### src/rtl/alarm_irq_consts.svh
// Purpose: Constants for the E1 alarm and interrupt aggregator
// Assumes: Word offsets are per framer, framer number in upper address bits
// Notes: Offsets follow the in-framer register numbering
`ifndef ALARM_IRQ_CONSTS_SVH
`define ALARM_IRQ_CONSTS_SVH
`define OFF_CRC_TIMER_LOCAL 8'h11
`define OFF_ALARM_REALTIME 8'h12
`define OFF_ALARM_LATCHED 8'h24
`define OFF_TIMER_LATCHED 8'h26
`define OFF_ALARM_PERSIST 8'h27
`define OFF_ALARM_INT 8'h34
`define OFF_TIMER_INT 8'h36
`define OFF_ALARM_MASK 8'h44
`define OFF_TIMER_MASK 8'h46
`define OFF_FRAMER_CTRL 8'hf1
`define OFF_VECTOR_LO 12'h910
`define OFF_VECTOR_HI 12'h911
`define OFF_VMASK_LO 12'h902
`define OFF_VMASK_HI 12'h903
// Alarm bit positions inside alarm registers
`define BIT_REMOTE_ALARM 0
`define BIT_ALL_ONES 1
`define BIT_ALL_ONES_100MS 2
`define BIT_CHAN16_ALL_ONES 3
`define BIT_AUX_PATTERN 4
`define BIT_LOSS_OF_SIGNAL 5
`define BIT_MF_REMOTE_ALARM 6
// Timer bit positions inside timer registers
`define BIT_FIRST_TIMER 0
`define BIT_SECOND_TIMER 1
// Framer control bits
`define BIT_SUSPEND_N 0
`define BIT_CLEAR_ALL_N 1
`define BIT_SOFT_RESET 2
`define BIT_AUTO_RAI_N 3
`define BIT_AUTO_MF_N 4
`define CTRL_RESET 16'h0000
`define MASK_RESET 16'h0000
`define ALARM_LATCH_BITS 16'h007b
`define ALARM_PERSIST_BITS 16'h0023
`define TIMER_BITS 16'h0003
`endif

### src/rtl/alarm_irq_pkg.sv
// Purpose: Types for the E1 alarm and interrupt aggregator
// Assumes: Eight framers
// Notes: Carriers group per-framer alarm inputs and host bus fields
package alarm_irq_pkg;
  typedef struct packed {
    logic remote_alarm;
    logic all_ones_alarm;
    logic all_ones_100ms;
    logic chan16_all_ones;
    logic auxiliary_pattern;
    logic loss_of_signal;
    logic mf_remote_alarm;
    logic first_timer_event;
    logic second_timer_event;
    logic basic_sync_lost;
    logic multiframe_sync_lost;
  } alarm_in_t;
  typedef struct packed {
    logic rd;
    logic wr;
    logic [11:0] addr;
    logic [15:0] wdata;
  } host_req_t;
  typedef enum logic [1:0] {
    SRC_ALARM = 2'b00,
    SRC_TIMER = 2'b01
  } src_t;
endpackage

### src/rtl/e1_alarm_interrupt_aggregator.sv
// Purpose: Alarm status, latching and interrupt aggregation for eight E1 framers
// Assumes: Host reads and writes are one-cycle strobes; read data valid next cycle
// Notes: Address bits 11:8 pick the framer (0..7) or the global page (9)
// Notes: Pin is open-drain; out and oe move together, low only while driven
// Notes: Events are rising edges of the real-time inputs
// Notes: Latched bits are not read-cleared, only clear-all or reset clears them
//
// Function
// - Each alarm except all-ones 100ms has a real-time status bit plus a latched occurrence bit
// - Unmasked interrupt bits latch, request interrupt, clear on host read
// - Persistent bit clears on read only when real-time status is inactive
// - Alarm set mapped per documented real-time, latched, interrupt, persistent bits
// - Auto remote alarm sent while basic sync lost and control bit low
// - Auto multiframe alarm sent while multiframe sync lost and control low
// - Two maskable vectors flag which status registers hold set bits
// - Unmasked vector bits drive pin low, gated by suspend and clear-all
// - Each interrupt status register has a sixteen bit mask register
// - Status clears on read; pin releases once all status clear
// - New events during servicing update status and vector, pin stays low
// - Masked vector bit keeps status working but does not drive pin
// - Suspend low keeps status running but forces framer vector bits zero
// - Clear-all low holds interrupt and latched status cleared, vectors zero
// - Hold-off pin low clears all interrupt status and releases pin
// - Global or framer reset unmasks all and zeroes suspend, clear-all
`timescale 1ns/1ps
`include "alarm_irq_consts.svh"
module e1_alarm_interrupt_aggregator
  import alarm_irq_pkg::*;
#(
  parameter int NUM_FRAMERS = 8
) (
  input wire logic mclk,
  input wire logic rstn,
  input wire logic global_interrupt_holdoff_n,
  input wire alarm_in_t alarm_in [NUM_FRAMERS],
  input wire host_req_t host_req,
  output logic [15:0] rdata,
  output logic irq_n_out,
  output logic irq_n_oe,
  output logic [NUM_FRAMERS-1:0] send_remote_alarm,
  output logic [NUM_FRAMERS-1:0] send_mf_alarm
);

  // ------------------------------------------------------------
  // Decode helpers
  // ------------------------------------------------------------
  function automatic logic hit(input host_req_t r, input int f, input logic [7:0] off);
    hit = (r.addr[11:8] == f[3:0]) && (r.addr[7:0] == off);
  endfunction

  // ------------------------------------------------------------
  // Per framer state
  // ------------------------------------------------------------
  logic [15:0] alarm_rt [NUM_FRAMERS];
  logic [15:0] timer_rt [NUM_FRAMERS];
  logic [15:0] alarm_lat_reg [NUM_FRAMERS];
  logic [15:0] alarm_lat_next [NUM_FRAMERS];
  logic [15:0] timer_lat_reg [NUM_FRAMERS];
  logic [15:0] timer_lat_next [NUM_FRAMERS];
  logic [15:0] alarm_per_reg [NUM_FRAMERS];
  logic [15:0] alarm_per_next [NUM_FRAMERS];
  logic [15:0] alarm_int_reg [NUM_FRAMERS];
  logic [15:0] alarm_int_next [NUM_FRAMERS];
  logic [15:0] timer_int_reg [NUM_FRAMERS];
  logic [15:0] timer_int_next [NUM_FRAMERS];
  logic [15:0] alarm_mask_reg [NUM_FRAMERS];
  logic [15:0] alarm_mask_next [NUM_FRAMERS];
  logic [15:0] timer_mask_reg [NUM_FRAMERS];
  logic [15:0] timer_mask_next [NUM_FRAMERS];
  logic [15:0] ctrl_reg [NUM_FRAMERS];
  logic [15:0] ctrl_next [NUM_FRAMERS];
  logic [15:0] alarm_prev_reg [NUM_FRAMERS];
  logic [15:0] timer_prev_reg [NUM_FRAMERS];
  logic [1:0] vec_raw [NUM_FRAMERS];
  logic [15:0] vector;
  logic [15:0] vmask_reg;
  logic [15:0] vmask_next;
  logic [15:0] rdata_next;
  logic irq_active;
  logic [NUM_FRAMERS-1:0] rai_next;
  logic [NUM_FRAMERS-1:0] mf_next;

  genvar g;
  generate
    for (g = 0; g < NUM_FRAMERS; g++) begin : gen_framer
      // ----------------------------------------------------------
      // Real-time view
      // ----------------------------------------------------------
      // Real-time bits follow the receiver directly
      always_comb begin
        alarm_rt[g] = 16'h0000;
        alarm_rt[g][`BIT_REMOTE_ALARM] = alarm_in[g].remote_alarm;
        alarm_rt[g][`BIT_ALL_ONES] = alarm_in[g].all_ones_alarm;
        alarm_rt[g][`BIT_ALL_ONES_100MS] = alarm_in[g].all_ones_100ms;
        alarm_rt[g][`BIT_CHAN16_ALL_ONES] = alarm_in[g].chan16_all_ones;
        alarm_rt[g][`BIT_AUX_PATTERN] = alarm_in[g].auxiliary_pattern;
        alarm_rt[g][`BIT_LOSS_OF_SIGNAL] = alarm_in[g].loss_of_signal;
        alarm_rt[g][`BIT_MF_REMOTE_ALARM] = alarm_in[g].mf_remote_alarm;
        timer_rt[g] = 16'h0000;
        timer_rt[g][`BIT_FIRST_TIMER] = alarm_in[g].first_timer_event;
        timer_rt[g][`BIT_SECOND_TIMER] = alarm_in[g].second_timer_event;
      end

      // ----------------------------------------------------------
      // Occurrence detection and next-state logic
      // ----------------------------------------------------------
      // Set wins over read clear; hold-offs and resets win over set
      logic [15:0] a_rise;
      logic [15:0] t_rise;
      logic rd_a_int;
      logic rd_t_int;
      logic rd_a_per;
      logic soft_rst;
      logic clr_all;
      always_comb begin
        a_rise = alarm_rt[g] & ~alarm_prev_reg[g];
        t_rise = timer_rt[g] & ~timer_prev_reg[g];
        rd_a_int = host_req.rd && hit(host_req, g, `OFF_ALARM_INT);
        rd_t_int = host_req.rd && hit(host_req, g, `OFF_TIMER_INT);
        rd_a_per = host_req.rd && hit(host_req, g, `OFF_ALARM_PERSIST);
        soft_rst = ctrl_reg[g][`BIT_SOFT_RESET];
        clr_all = !ctrl_reg[g][`BIT_CLEAR_ALL_N];
        // Latched bits record occurrences of ALARM_LATCH_BITS and TIMER_BITS; cleared only by clear-all, soft reset or rstn
        alarm_lat_next[g] = alarm_lat_reg[g] | (a_rise & `ALARM_LATCH_BITS);
        timer_lat_next[g] = timer_lat_reg[g] | (t_rise & `TIMER_BITS);
        // Persistent: read clears only bits whose real-time source is idle
        alarm_per_next[g] = alarm_per_reg[g];
        if (rd_a_per) begin
          alarm_per_next[g] = alarm_per_reg[g] & alarm_rt[g];
        end
        alarm_per_next[g] = alarm_per_next[g] | (a_rise & `ALARM_PERSIST_BITS);
        // Set wins over read clear so an event at the read is kept
        alarm_int_next[g] = rd_a_int ? 16'h0000 : alarm_int_reg[g];
        alarm_int_next[g] = alarm_int_next[g] |
                            (a_rise & `ALARM_LATCH_BITS & ~alarm_mask_reg[g]);
        timer_int_next[g] = rd_t_int ? 16'h0000 : timer_int_reg[g];
        timer_int_next[g] = timer_int_next[g] | (t_rise & `TIMER_BITS & ~timer_mask_reg[g]);
        if (clr_all) begin
          alarm_lat_next[g] = 16'h0000;
          timer_lat_next[g] = 16'h0000;
          alarm_int_next[g] = 16'h0000;
          timer_int_next[g] = 16'h0000;
        end
        if (!global_interrupt_holdoff_n) begin
          alarm_int_next[g] = 16'h0000;
          timer_int_next[g] = 16'h0000;
        end
        alarm_mask_next[g] = alarm_mask_reg[g];
        timer_mask_next[g] = timer_mask_reg[g];
        ctrl_next[g] = ctrl_reg[g];
        ctrl_next[g][`BIT_SOFT_RESET] = 1'b0;
        if (host_req.wr && hit(host_req, g, `OFF_ALARM_MASK)) begin
          alarm_mask_next[g] = host_req.wdata;
        end
        if (host_req.wr && hit(host_req, g, `OFF_TIMER_MASK)) begin
          timer_mask_next[g] = host_req.wdata;
        end
        if (host_req.wr && hit(host_req, g, `OFF_FRAMER_CTRL)) begin
          ctrl_next[g] = host_req.wdata;
        end
        if (soft_rst) begin
          alarm_mask_next[g] = `MASK_RESET;
          timer_mask_next[g] = `MASK_RESET;
          ctrl_next[g] = `CTRL_RESET;
          alarm_int_next[g] = 16'h0000;
          timer_int_next[g] = 16'h0000;
          alarm_lat_next[g] = 16'h0000;
          timer_lat_next[g] = 16'h0000;
          alarm_per_next[g] = 16'h0000;
        end
        // Suspend gates the vector, not the status; clear-all gates the vector and clears the status
        vec_raw[g] = 2'b00;
        if (ctrl_reg[g][`BIT_SUSPEND_N] && !clr_all) begin
          vec_raw[g][0] = |alarm_int_reg[g];
          vec_raw[g][1] = |timer_int_reg[g];
        end
        rai_next[g] = !ctrl_reg[g][`BIT_AUTO_RAI_N] && alarm_in[g].basic_sync_lost;
        mf_next[g] = !ctrl_reg[g][`BIT_AUTO_MF_N] && alarm_in[g].multiframe_sync_lost;
      end

      // ----------------------------------------------------------
      // Status registers: latched, persistent, interrupt
      // ----------------------------------------------------------
      always_ff @(posedge mclk or negedge rstn) begin
        if (!rstn) begin
          alarm_lat_reg[g] <= 16'h0000;
          timer_lat_reg[g] <= 16'h0000;
          alarm_per_reg[g] <= 16'h0000;
          alarm_int_reg[g] <= 16'h0000;
          timer_int_reg[g] <= 16'h0000;
        end else begin
          alarm_lat_reg[g] <= alarm_lat_next[g];
          timer_lat_reg[g] <= timer_lat_next[g];
          alarm_per_reg[g] <= alarm_per_next[g];
          alarm_int_reg[g] <= alarm_int_next[g];
          timer_int_reg[g] <= timer_int_next[g];
        end
      end

      // ----------------------------------------------------------
      // Configuration registers: masks and framer control
      // ----------------------------------------------------------
      // Masks reset to zero, so every status bit starts unmasked
      always_ff @(posedge mclk or negedge rstn) begin
        if (!rstn) begin
          alarm_mask_reg[g] <= `MASK_RESET;
          timer_mask_reg[g] <= `MASK_RESET;
          ctrl_reg[g] <= `CTRL_RESET;
        end else begin
          alarm_mask_reg[g] <= alarm_mask_next[g];
          timer_mask_reg[g] <= timer_mask_next[g];
          ctrl_reg[g] <= ctrl_next[g];
        end
      end

      // ----------------------------------------------------------
      // Edge history of the real-time inputs
      // ----------------------------------------------------------
      // History resets idle, so an input already high at release
      // counts as an occurrence on the first edge
      always_ff @(posedge mclk or negedge rstn) begin
        if (!rstn) begin
          alarm_prev_reg[g] <= 16'h0000;
          timer_prev_reg[g] <= 16'h0000;
        end else begin
          alarm_prev_reg[g] <= alarm_rt[g];
          timer_prev_reg[g] <= timer_rt[g];
        end
      end

      // ----------------------------------------------------------
      // Vector bits of this framer
      // ----------------------------------------------------------
      assign vector[2*g] = vec_raw[g][0];
      assign vector[2*g+1] = vec_raw[g][1];
    end
  endgenerate

  // ------------------------------------------------------------
  // Vector, pin and read mux
  // ------------------------------------------------------------
  always_comb begin
    // Pin follows vector bits gated by hold-off; mask bit high lets a vector bit through
    irq_active = |(vector & vmask_reg) && global_interrupt_holdoff_n;
    vmask_next = vmask_reg;
    if (host_req.wr && host_req.addr == `OFF_VMASK_LO) begin
      vmask_next = host_req.wdata;
    end
    rdata_next = 16'h0000;
    if (host_req.rd) begin
      if (host_req.addr == `OFF_VECTOR_LO) begin
        rdata_next = {8'h00, vector[7:0]};
      end else if (host_req.addr == `OFF_VECTOR_HI) begin
        rdata_next = {8'h00, vector[15:8]};
      end else if (host_req.addr == `OFF_VMASK_LO) begin
        rdata_next = vmask_reg;
      end
      for (int f = 0; f < NUM_FRAMERS; f++) begin
        if (hit(host_req, f, `OFF_CRC_TIMER_LOCAL)) rdata_next = timer_rt[f];
        if (hit(host_req, f, `OFF_ALARM_REALTIME)) rdata_next = alarm_rt[f];
        if (hit(host_req, f, `OFF_ALARM_LATCHED)) rdata_next = alarm_lat_reg[f];
        if (hit(host_req, f, `OFF_TIMER_LATCHED)) rdata_next = timer_lat_reg[f];
        if (hit(host_req, f, `OFF_ALARM_PERSIST)) rdata_next = alarm_per_reg[f];
        if (hit(host_req, f, `OFF_ALARM_INT)) rdata_next = alarm_int_reg[f];
        if (hit(host_req, f, `OFF_TIMER_INT)) rdata_next = timer_int_reg[f];
        if (hit(host_req, f, `OFF_ALARM_MASK)) rdata_next = alarm_mask_reg[f];
        if (hit(host_req, f, `OFF_TIMER_MASK)) rdata_next = timer_mask_reg[f];
        if (hit(host_req, f, `OFF_FRAMER_CTRL)) rdata_next = ctrl_reg[f];
      end
    end
  end

  // ------------------------------------------------------------
  // Output and global registers
  // ------------------------------------------------------------
  // Vector mask resets open so unmasked status can reach the pin
  always_ff @(posedge mclk or negedge rstn) begin
    if (!rstn) begin
      vmask_reg <= 16'hffff;
      rdata <= 16'h0000;
      irq_n_out <= 1'b1;
      irq_n_oe <= 1'b1;
      send_remote_alarm <= '0;
      send_mf_alarm <= '0;
    end else begin
      vmask_reg <= vmask_next;
      rdata <= rdata_next;
      // Open-drain: drive low only while active, else released
      irq_n_out <= !irq_active;
      irq_n_oe <= !irq_active;
      send_remote_alarm <= rai_next;
      send_mf_alarm <= mf_next;
    end
  end

endmodule

### config.mk
export PLATFORM = sky130hd
export DESIGN_NAME = e1_alarm_interrupt_aggregator
export DESIGN_NICKNAME = d
export VERILOG_FILES = /design/src/rtl/alarm_irq_pkg.sv /design/src/rtl/e1_alarm_interrupt_aggregator.sv
export VERILOG_INCLUDE_DIRS = /design/src /design/src/rtl
export SDC_FILE = /design/constraint.sdc
export NUM_CORES = 2
export LEC_CHECK = 0
export BUFFER_PORTS_ARGS = -buffer_cell sky130_fd_sc_hd__buf_2
export CAP_MARGIN = 20
export CORE_UTILIZATION = 50
export DETAILED_ROUTE_END_ITERATION = 12
export PLACE_DENSITY = 0.78
export SLEW_MARGIN = 10
export SYNTH_ARGS = -nofsm -noshare
export SYNTH_HDL_FRONTEND = slang
export SYNTH_SLANG_ARGS = --single-unit
### constraint.sdc
create_clock -name mclk -period 6.3 [get_ports mclk]
set_input_delay 1.26 -clock mclk [delete_from_list [all_inputs] [get_ports mclk]]
set_output_delay 1.26 -clock mclk [all_outputs]
set_load 0.01 [all_outputs]
After elaboration in Yosys (flattened, before gate mapping) --
Cells that the tools add are included.
Storage, ports and cells: flip-flop bits (word level) 1145, bits in latches 0, memory bits (writable) 0, memory bits (read-only) 0, output and inout port bits 34, word-level logic and storage cells 691, memories 0
Cells by class: add/subtract/negate cells 0, multipliers 0, div/mod/pow operators 0, magnitude comparators 0, eq/ne operators 20, shifts and indexed selects 0, mux-type cells 252, bitwise logic cells 113, reductions and logical operators 213
Operators with widths (number):
- two-way mux 16 bit | 244
- OR reduction 16 bit | 17
- NOT 16 bit | 16
- OR 16 bit | 16
- logical AND 1 bit | 154
- AND 16 x 7 -> 16 bit | 8
- AND 2 x 16 -> 16 bit | 8
- AND 7 x 16 -> 16 bit | 8
- OR 16 x 2 -> 16 bit | 8
- OR 16 x 6 -> 16 bit | 8
- OR 16 x 7 -> 16 bit | 8
- AND 7 bit | 8
- NOT 7 bit | 8
- nonzero test 2 bit | 24
- equality test 8 x 6 -> 1 bit (second input constant) | 5
- equality test 12 bit (second input constant) | 3
- logical NOT 1 bit | 17
- AND 16 bit | 1
- AND 2 bit | 8
- equality test 4 x 3 -> 1 bit (second input constant) | 4
- equality test 8 x 5 -> 1 bit (second input constant) | 2
- equality test 8 x 7 -> 1 bit (second input constant) | 2
- two-way mux 2 bit | 8
- NOT 2 bit | 8
- 4 further kinds | 5

Logic depth before layout (Yosys ltp) --
word-level depth 85, depth in mapped cells 13, mapped depth without buffers 8

Worst setup path before layout --
OpenSTA, ideal clock, no wires.
path kind input to register, from in host_req[21] in the netlist's numbering, to reg rdata[6], library setup time 0.123 ns, data arrival time 3.386 ns, data required time 6.177 ns, setup slack 2.791 ns, stages 11, path buffers 3, cell sequence buf_4 -> or4b_4 -> or3_1 -> buf_2 -> buf_2 -> o22ai_2 -> o22ai_1 -> nor4_1 -> o211ai_1 -> o2111ai_1 -> nand2_1
Between the ends: cells in the longest elaborated chain, start to end 85
Ends and longest elaborated chain:
- start, declared | RTL line e1_alarm_interrupt_aggregator.sv:36 | input wire host_req_t host_req,
- equality test 12 bit (no line)
- two-way mux 16 bit | RTL line e1_alarm_interrupt_aggregator.sv:255 | end else if (host_req.addr == `OFF_VMASK_LO) begin
- two-way mux 16 bit | RTL line e1_alarm_interrupt_aggregator.sv:253 | end else if (host_req.addr == `OFF_VECTOR_HI) begin
- two-way mux 16 bit | RTL line e1_alarm_interrupt_aggregator.sv:251 | if (host_req.addr == `OFF_VECTOR_LO) begin
- two-way mux 16 bit | RTL line e1_alarm_interrupt_aggregator.sv:259 | if (hit(host_req, f, `OFF_CRC_TIMER_LOCAL)) rdata_next = timer_rt[f];
- two-way mux 16 bit | RTL line e1_alarm_interrupt_aggregator.sv:260 | if (hit(host_req, f, `OFF_ALARM_REALTIME)) rdata_next = alarm_rt[f];
- two-way mux 16 bit | RTL line e1_alarm_interrupt_aggregator.sv:261 | if (hit(host_req, f, `OFF_ALARM_LATCHED)) rdata_next = alarm_lat_reg[f];
- two-way mux 16 bit | RTL line e1_alarm_interrupt_aggregator.sv:262 | if (hit(host_req, f, `OFF_TIMER_LATCHED)) rdata_next = timer_lat_reg[f];
- [... 70 more ...]
- two-way mux 16 bit | RTL line e1_alarm_interrupt_aggregator.sv:263 | if (hit(host_req, f, `OFF_ALARM_PERSIST)) rdata_next = alarm_per_reg[f];
- two-way mux 16 bit | RTL line e1_alarm_interrupt_aggregator.sv:264 | if (hit(host_req, f, `OFF_ALARM_INT)) rdata_next = alarm_int_reg[f];
- two-way mux 16 bit | RTL line e1_alarm_interrupt_aggregator.sv:265 | if (hit(host_req, f, `OFF_TIMER_INT)) rdata_next = timer_int_reg[f];
- two-way mux 16 bit | RTL line e1_alarm_interrupt_aggregator.sv:266 | if (hit(host_req, f, `OFF_ALARM_MASK)) rdata_next = alarm_mask_reg[f];
- two-way mux 16 bit | RTL line e1_alarm_interrupt_aggregator.sv:267 | if (hit(host_req, f, `OFF_TIMER_MASK)) rdata_next = timer_mask_reg[f];
- two-way mux 16 bit * | RTL line e1_alarm_interrupt_aggregator.sv:268 | if (hit(host_req, f, `OFF_FRAMER_CTRL)) rdata_next = ctrl_reg[f];
- two-way mux 16 bit * | RTL line e1_alarm_interrupt_aggregator.sv:250 | if (host_req.rd) begin
- named net rdata_next[6] | RTL line e1_alarm_interrupt_aggregator.sv:78 | logic [15:0] rdata_next;
- end signal, assigned | RTL line e1_alarm_interrupt_aggregator.sv:287 | rdata <= rdata_next;
- end, declared | RTL line e1_alarm_interrupt_aggregator.sv:37 | output logic [15:0] rdata,
The timed path passes the listed nets; every way through them passes the cells marked *. A chain may end at the register's enable or synchronous reset.

Final worst setup path --
from in host_req[17] in the netlist's numbering, to reg rdata[8]
The elaborated chain is that of the path after synthesis.

==> results.toml <==
[outcome]
status = "complete, no violations"

[critical_path]
rrSetupSlack_ps = 3190
cp-start-kind = "input port"
critPathSlowestCell = "or4b_1"
cp.depth = 10
critPathBufInv = 2
arrival_ps = 5140
crit_chain = "buf_2 -> or4b_1 -> buf_4 -> nor4_1 -> a2111oi_0 -> a21oi_1 -> a221oi_1 -> a31oi_1 -> nor2_1 -> o41ai_2"
slowest_delay_ps = 1040
r2r-start = "alarm_int_reg[36]$_DFF_PN0_"
r2r-end = "rdata[2]$_DFF_PN0_"
crit_type = "in -> reg"
cpLargestDelayFamily = "simple AND/OR/NAND/NOR gates"
crit_start = "host_req[17]"
reg2reg_depth = 8
worstPathRequired_ps = 6840
crit_end = "rdata[8]$_DFF_PN0_"
crit_fanout = 31
crit_path_end_kind = "flip-flop"

[finish]
nFillCells = 5994
syn_to_final_growth_pct = 11.1
drive_above_1_share = 0.121
utilization = 0.562
final_nets = 4014

[timing]
rsz0062_at_grt = "no"
maxSlewHeadroom = 0.146
setup_tns_ps = 0
timing.final.crit_share = 0.731
min_period_ps = 4610
finalMaxSlewViolations = 0
setup_viol = 0
timing.hold.ws_ps = 491
worst_slew_pin_slew_ps = 1280
fin_worst_skew_ps = 39.1
max_freq_mhz = 217
hold_viol_final = 0

[yosys]
yosysTopAreaCell = "dfrtp_1"
synthTopCellsByArea = "dfrtp_1, nand2_1, a21oi_1"
async_flop_share = 1.00
synth_area_um2 = 34000
synthTopCellsByCount = "nand2_1, dfrtp_1, a21oi_1"
syn_inst = 3899
synth_most_common_cell = "nand2_1"
synth.distinct_cells = 96
synth_warnings = 0
netlist.area_leader.share = 0.489
ys_ff_latch = 681
syn_nets = 4020
seq_area_frac_synth = 0.502
synthFlopType = "dfrtp_1"
synth_edf_count = 0
synth_area_per_cell_um2 = 8.71

[global_route]
antenna_found_initial = 2
grt_pass1_wl_um = 219000
first_global_vias = 32000
overflow = 0
grt_usage = 0.430
grt_max_degree = 134

[floorplanning]
core_area_um2 = 67200
row_count = 95
start_util = 0.506
die_y_um = 263
die_w_um = 263
die_area_um2 = 69000
num_io_pins = 155

[job]
max-cap-violations = 0

[power_and_ir_drop]
p_per_area_nw_per_um2 = 251
total_power_w = 0.00946
p_leak_nw = 16.3
ir_drop_mv = 0.170

[worst_hold_path]
hold_class = "reg -> reg"

[detailed_routing]
routedWlPerCell_um = 31.2
remaining_drc_errors = 0
dr.pass1.iters = 9
route.vias.total = 33600
ant_nets = 0
routed_wl_um = 150000
drtIter0Drc = 5464
via_per_inst = 6.97

[cts]
cts_root_buf = "clkbuf_16"
post-cts-setup-buffers = 0
clk_path_buf_depth = 3
ctsResizeCount = 0
cts-htree-levels = 3
cts-buffers-inserted = 74
tritoncts = "done"
cts.sinks = 681
clk_latency_ps = 660
holdBufCountCts = 0
clk_pin_slew_ps = 60

[placed_design]
port_buffers = 154
dp_hpwl_um = 103000
gp_congestion = 1.06
-- cell type report --
cell class              count  area [µm²]  share of cell area
flip-flops and latches    681       17100               0.452
multi-input cells        2808       15200               0.404
clock buffers             103        2130              0.0565
repair buffers            254        1580              0.0419
well taps                 873        1090              0.0289
clock inverters            27         332             0.00879
inverters                  74         278             0.00736
diodes                      3        7.51            0.000199
-- cell families after synthesis --
| group | synth area share |
|---|---|
| compound gates | 0.224 |
| simple gates | 0.214 |
| xor+xnor | 0.000258 |
| flops | 0.502 |
| mux | 0.00777 |
| buf+inv | 0.0520 |
-- how the worst min path moves through the flow --
| stage | startpoint | endpoint | slack [ps] | cells after the start |
|---|---|---|---|---|
| 2_1_floorplan | ctrl_reg[100]$_DFFE_PN0P_ | send_mf_alarm[1]$_DFF_PN0_ | 420 | 1 |
| 3_3_place_gp | alarm_lat_reg[4]$_DFF_PN0_ | alarm_lat_reg[4]$_DFF_PN0_ | 470 | 2 |
| 3_5_place_dp | alarm_lat_reg[6]$_DFF_PN0_ | alarm_lat_reg[6]$_DFF_PN0_ | 480 | 2 |
| 4_1_cts | alarm_lat_reg[6]$_DFF_PN0_ | alarm_lat_reg[6]$_DFF_PN0_ | 490 | 2 |
| 5_1_grt | ctrl_reg[35]$_DFFE_PN0P_ | send_remote_alarm[5]$_DFF_PN0_ | 500 | 1 |
| 6_report | ctrl_reg[35]$_DFFE_PN0P_ | send_remote_alarm[5]$_DFF_PN0_ | 490 | 1 |
-- power by group --
group / switching (W) / internal [W]
clock network: 0.00195 / 0.00255
logic: 0.000401 / 0.000118
registers: 0.0000245 / 0.00441
total: 0.00237 / 0.00708
-- worst register-to-register path: cells and delay by family, from the launching register on --
family / cells / cell delay (ps)
AOI/OAI and AO/OA: 7 / 2010
DFF: 1 / 430
and+or+nand+nor: 1 / 550
-- metrics by stage --
step	setup WS (ps)	std cells	instance area, µm²
floorplan	2790	3899	34000
global placement	1310	4688	35300
detailed placement	1260	4688	35300
CTS	1910	4818	37700
global route	1550	4820	37700
finish	1690	4823	37700
-- routing by layer --
| metal | GRT usage | up-vias | share of wire |
|---|---|---|---|
| li1 | - | 13800 | - |
| met1 | 0.594 | 16500 | 0.38 |
| met2 | 0.603 | 2762 | 0.41 |
| met3 | 0.135 | 577 | 0.15 |
| met4 | 0.228 | 4 | 0.061 |
| met5 | 0 | - | 0.00015 |
-- placed cells by master, fill, tap and decap left out, drive strengths merged, types with 13 or more instances in the layout --
cell type    n
a211oi      23
a21oi      624
a221o       30
a221oi      72
a22o        32
a22oi       50
a31oi       25
and2        21
and3        14
buf        254
clkbuf     103
clkinv      17
dfrtp      664
dfstp       17
inv         77
mux2        19
nand2      894
nand2b      20
nand3       63
nand4       14
nor2       275
nor2b       19
nor3        56
nor3b      101
nor4        17
o2111ai     13
o21ai      147
o221ai      16
o22ai       42
No activity file was read; power rests on OpenSTA's default activity.
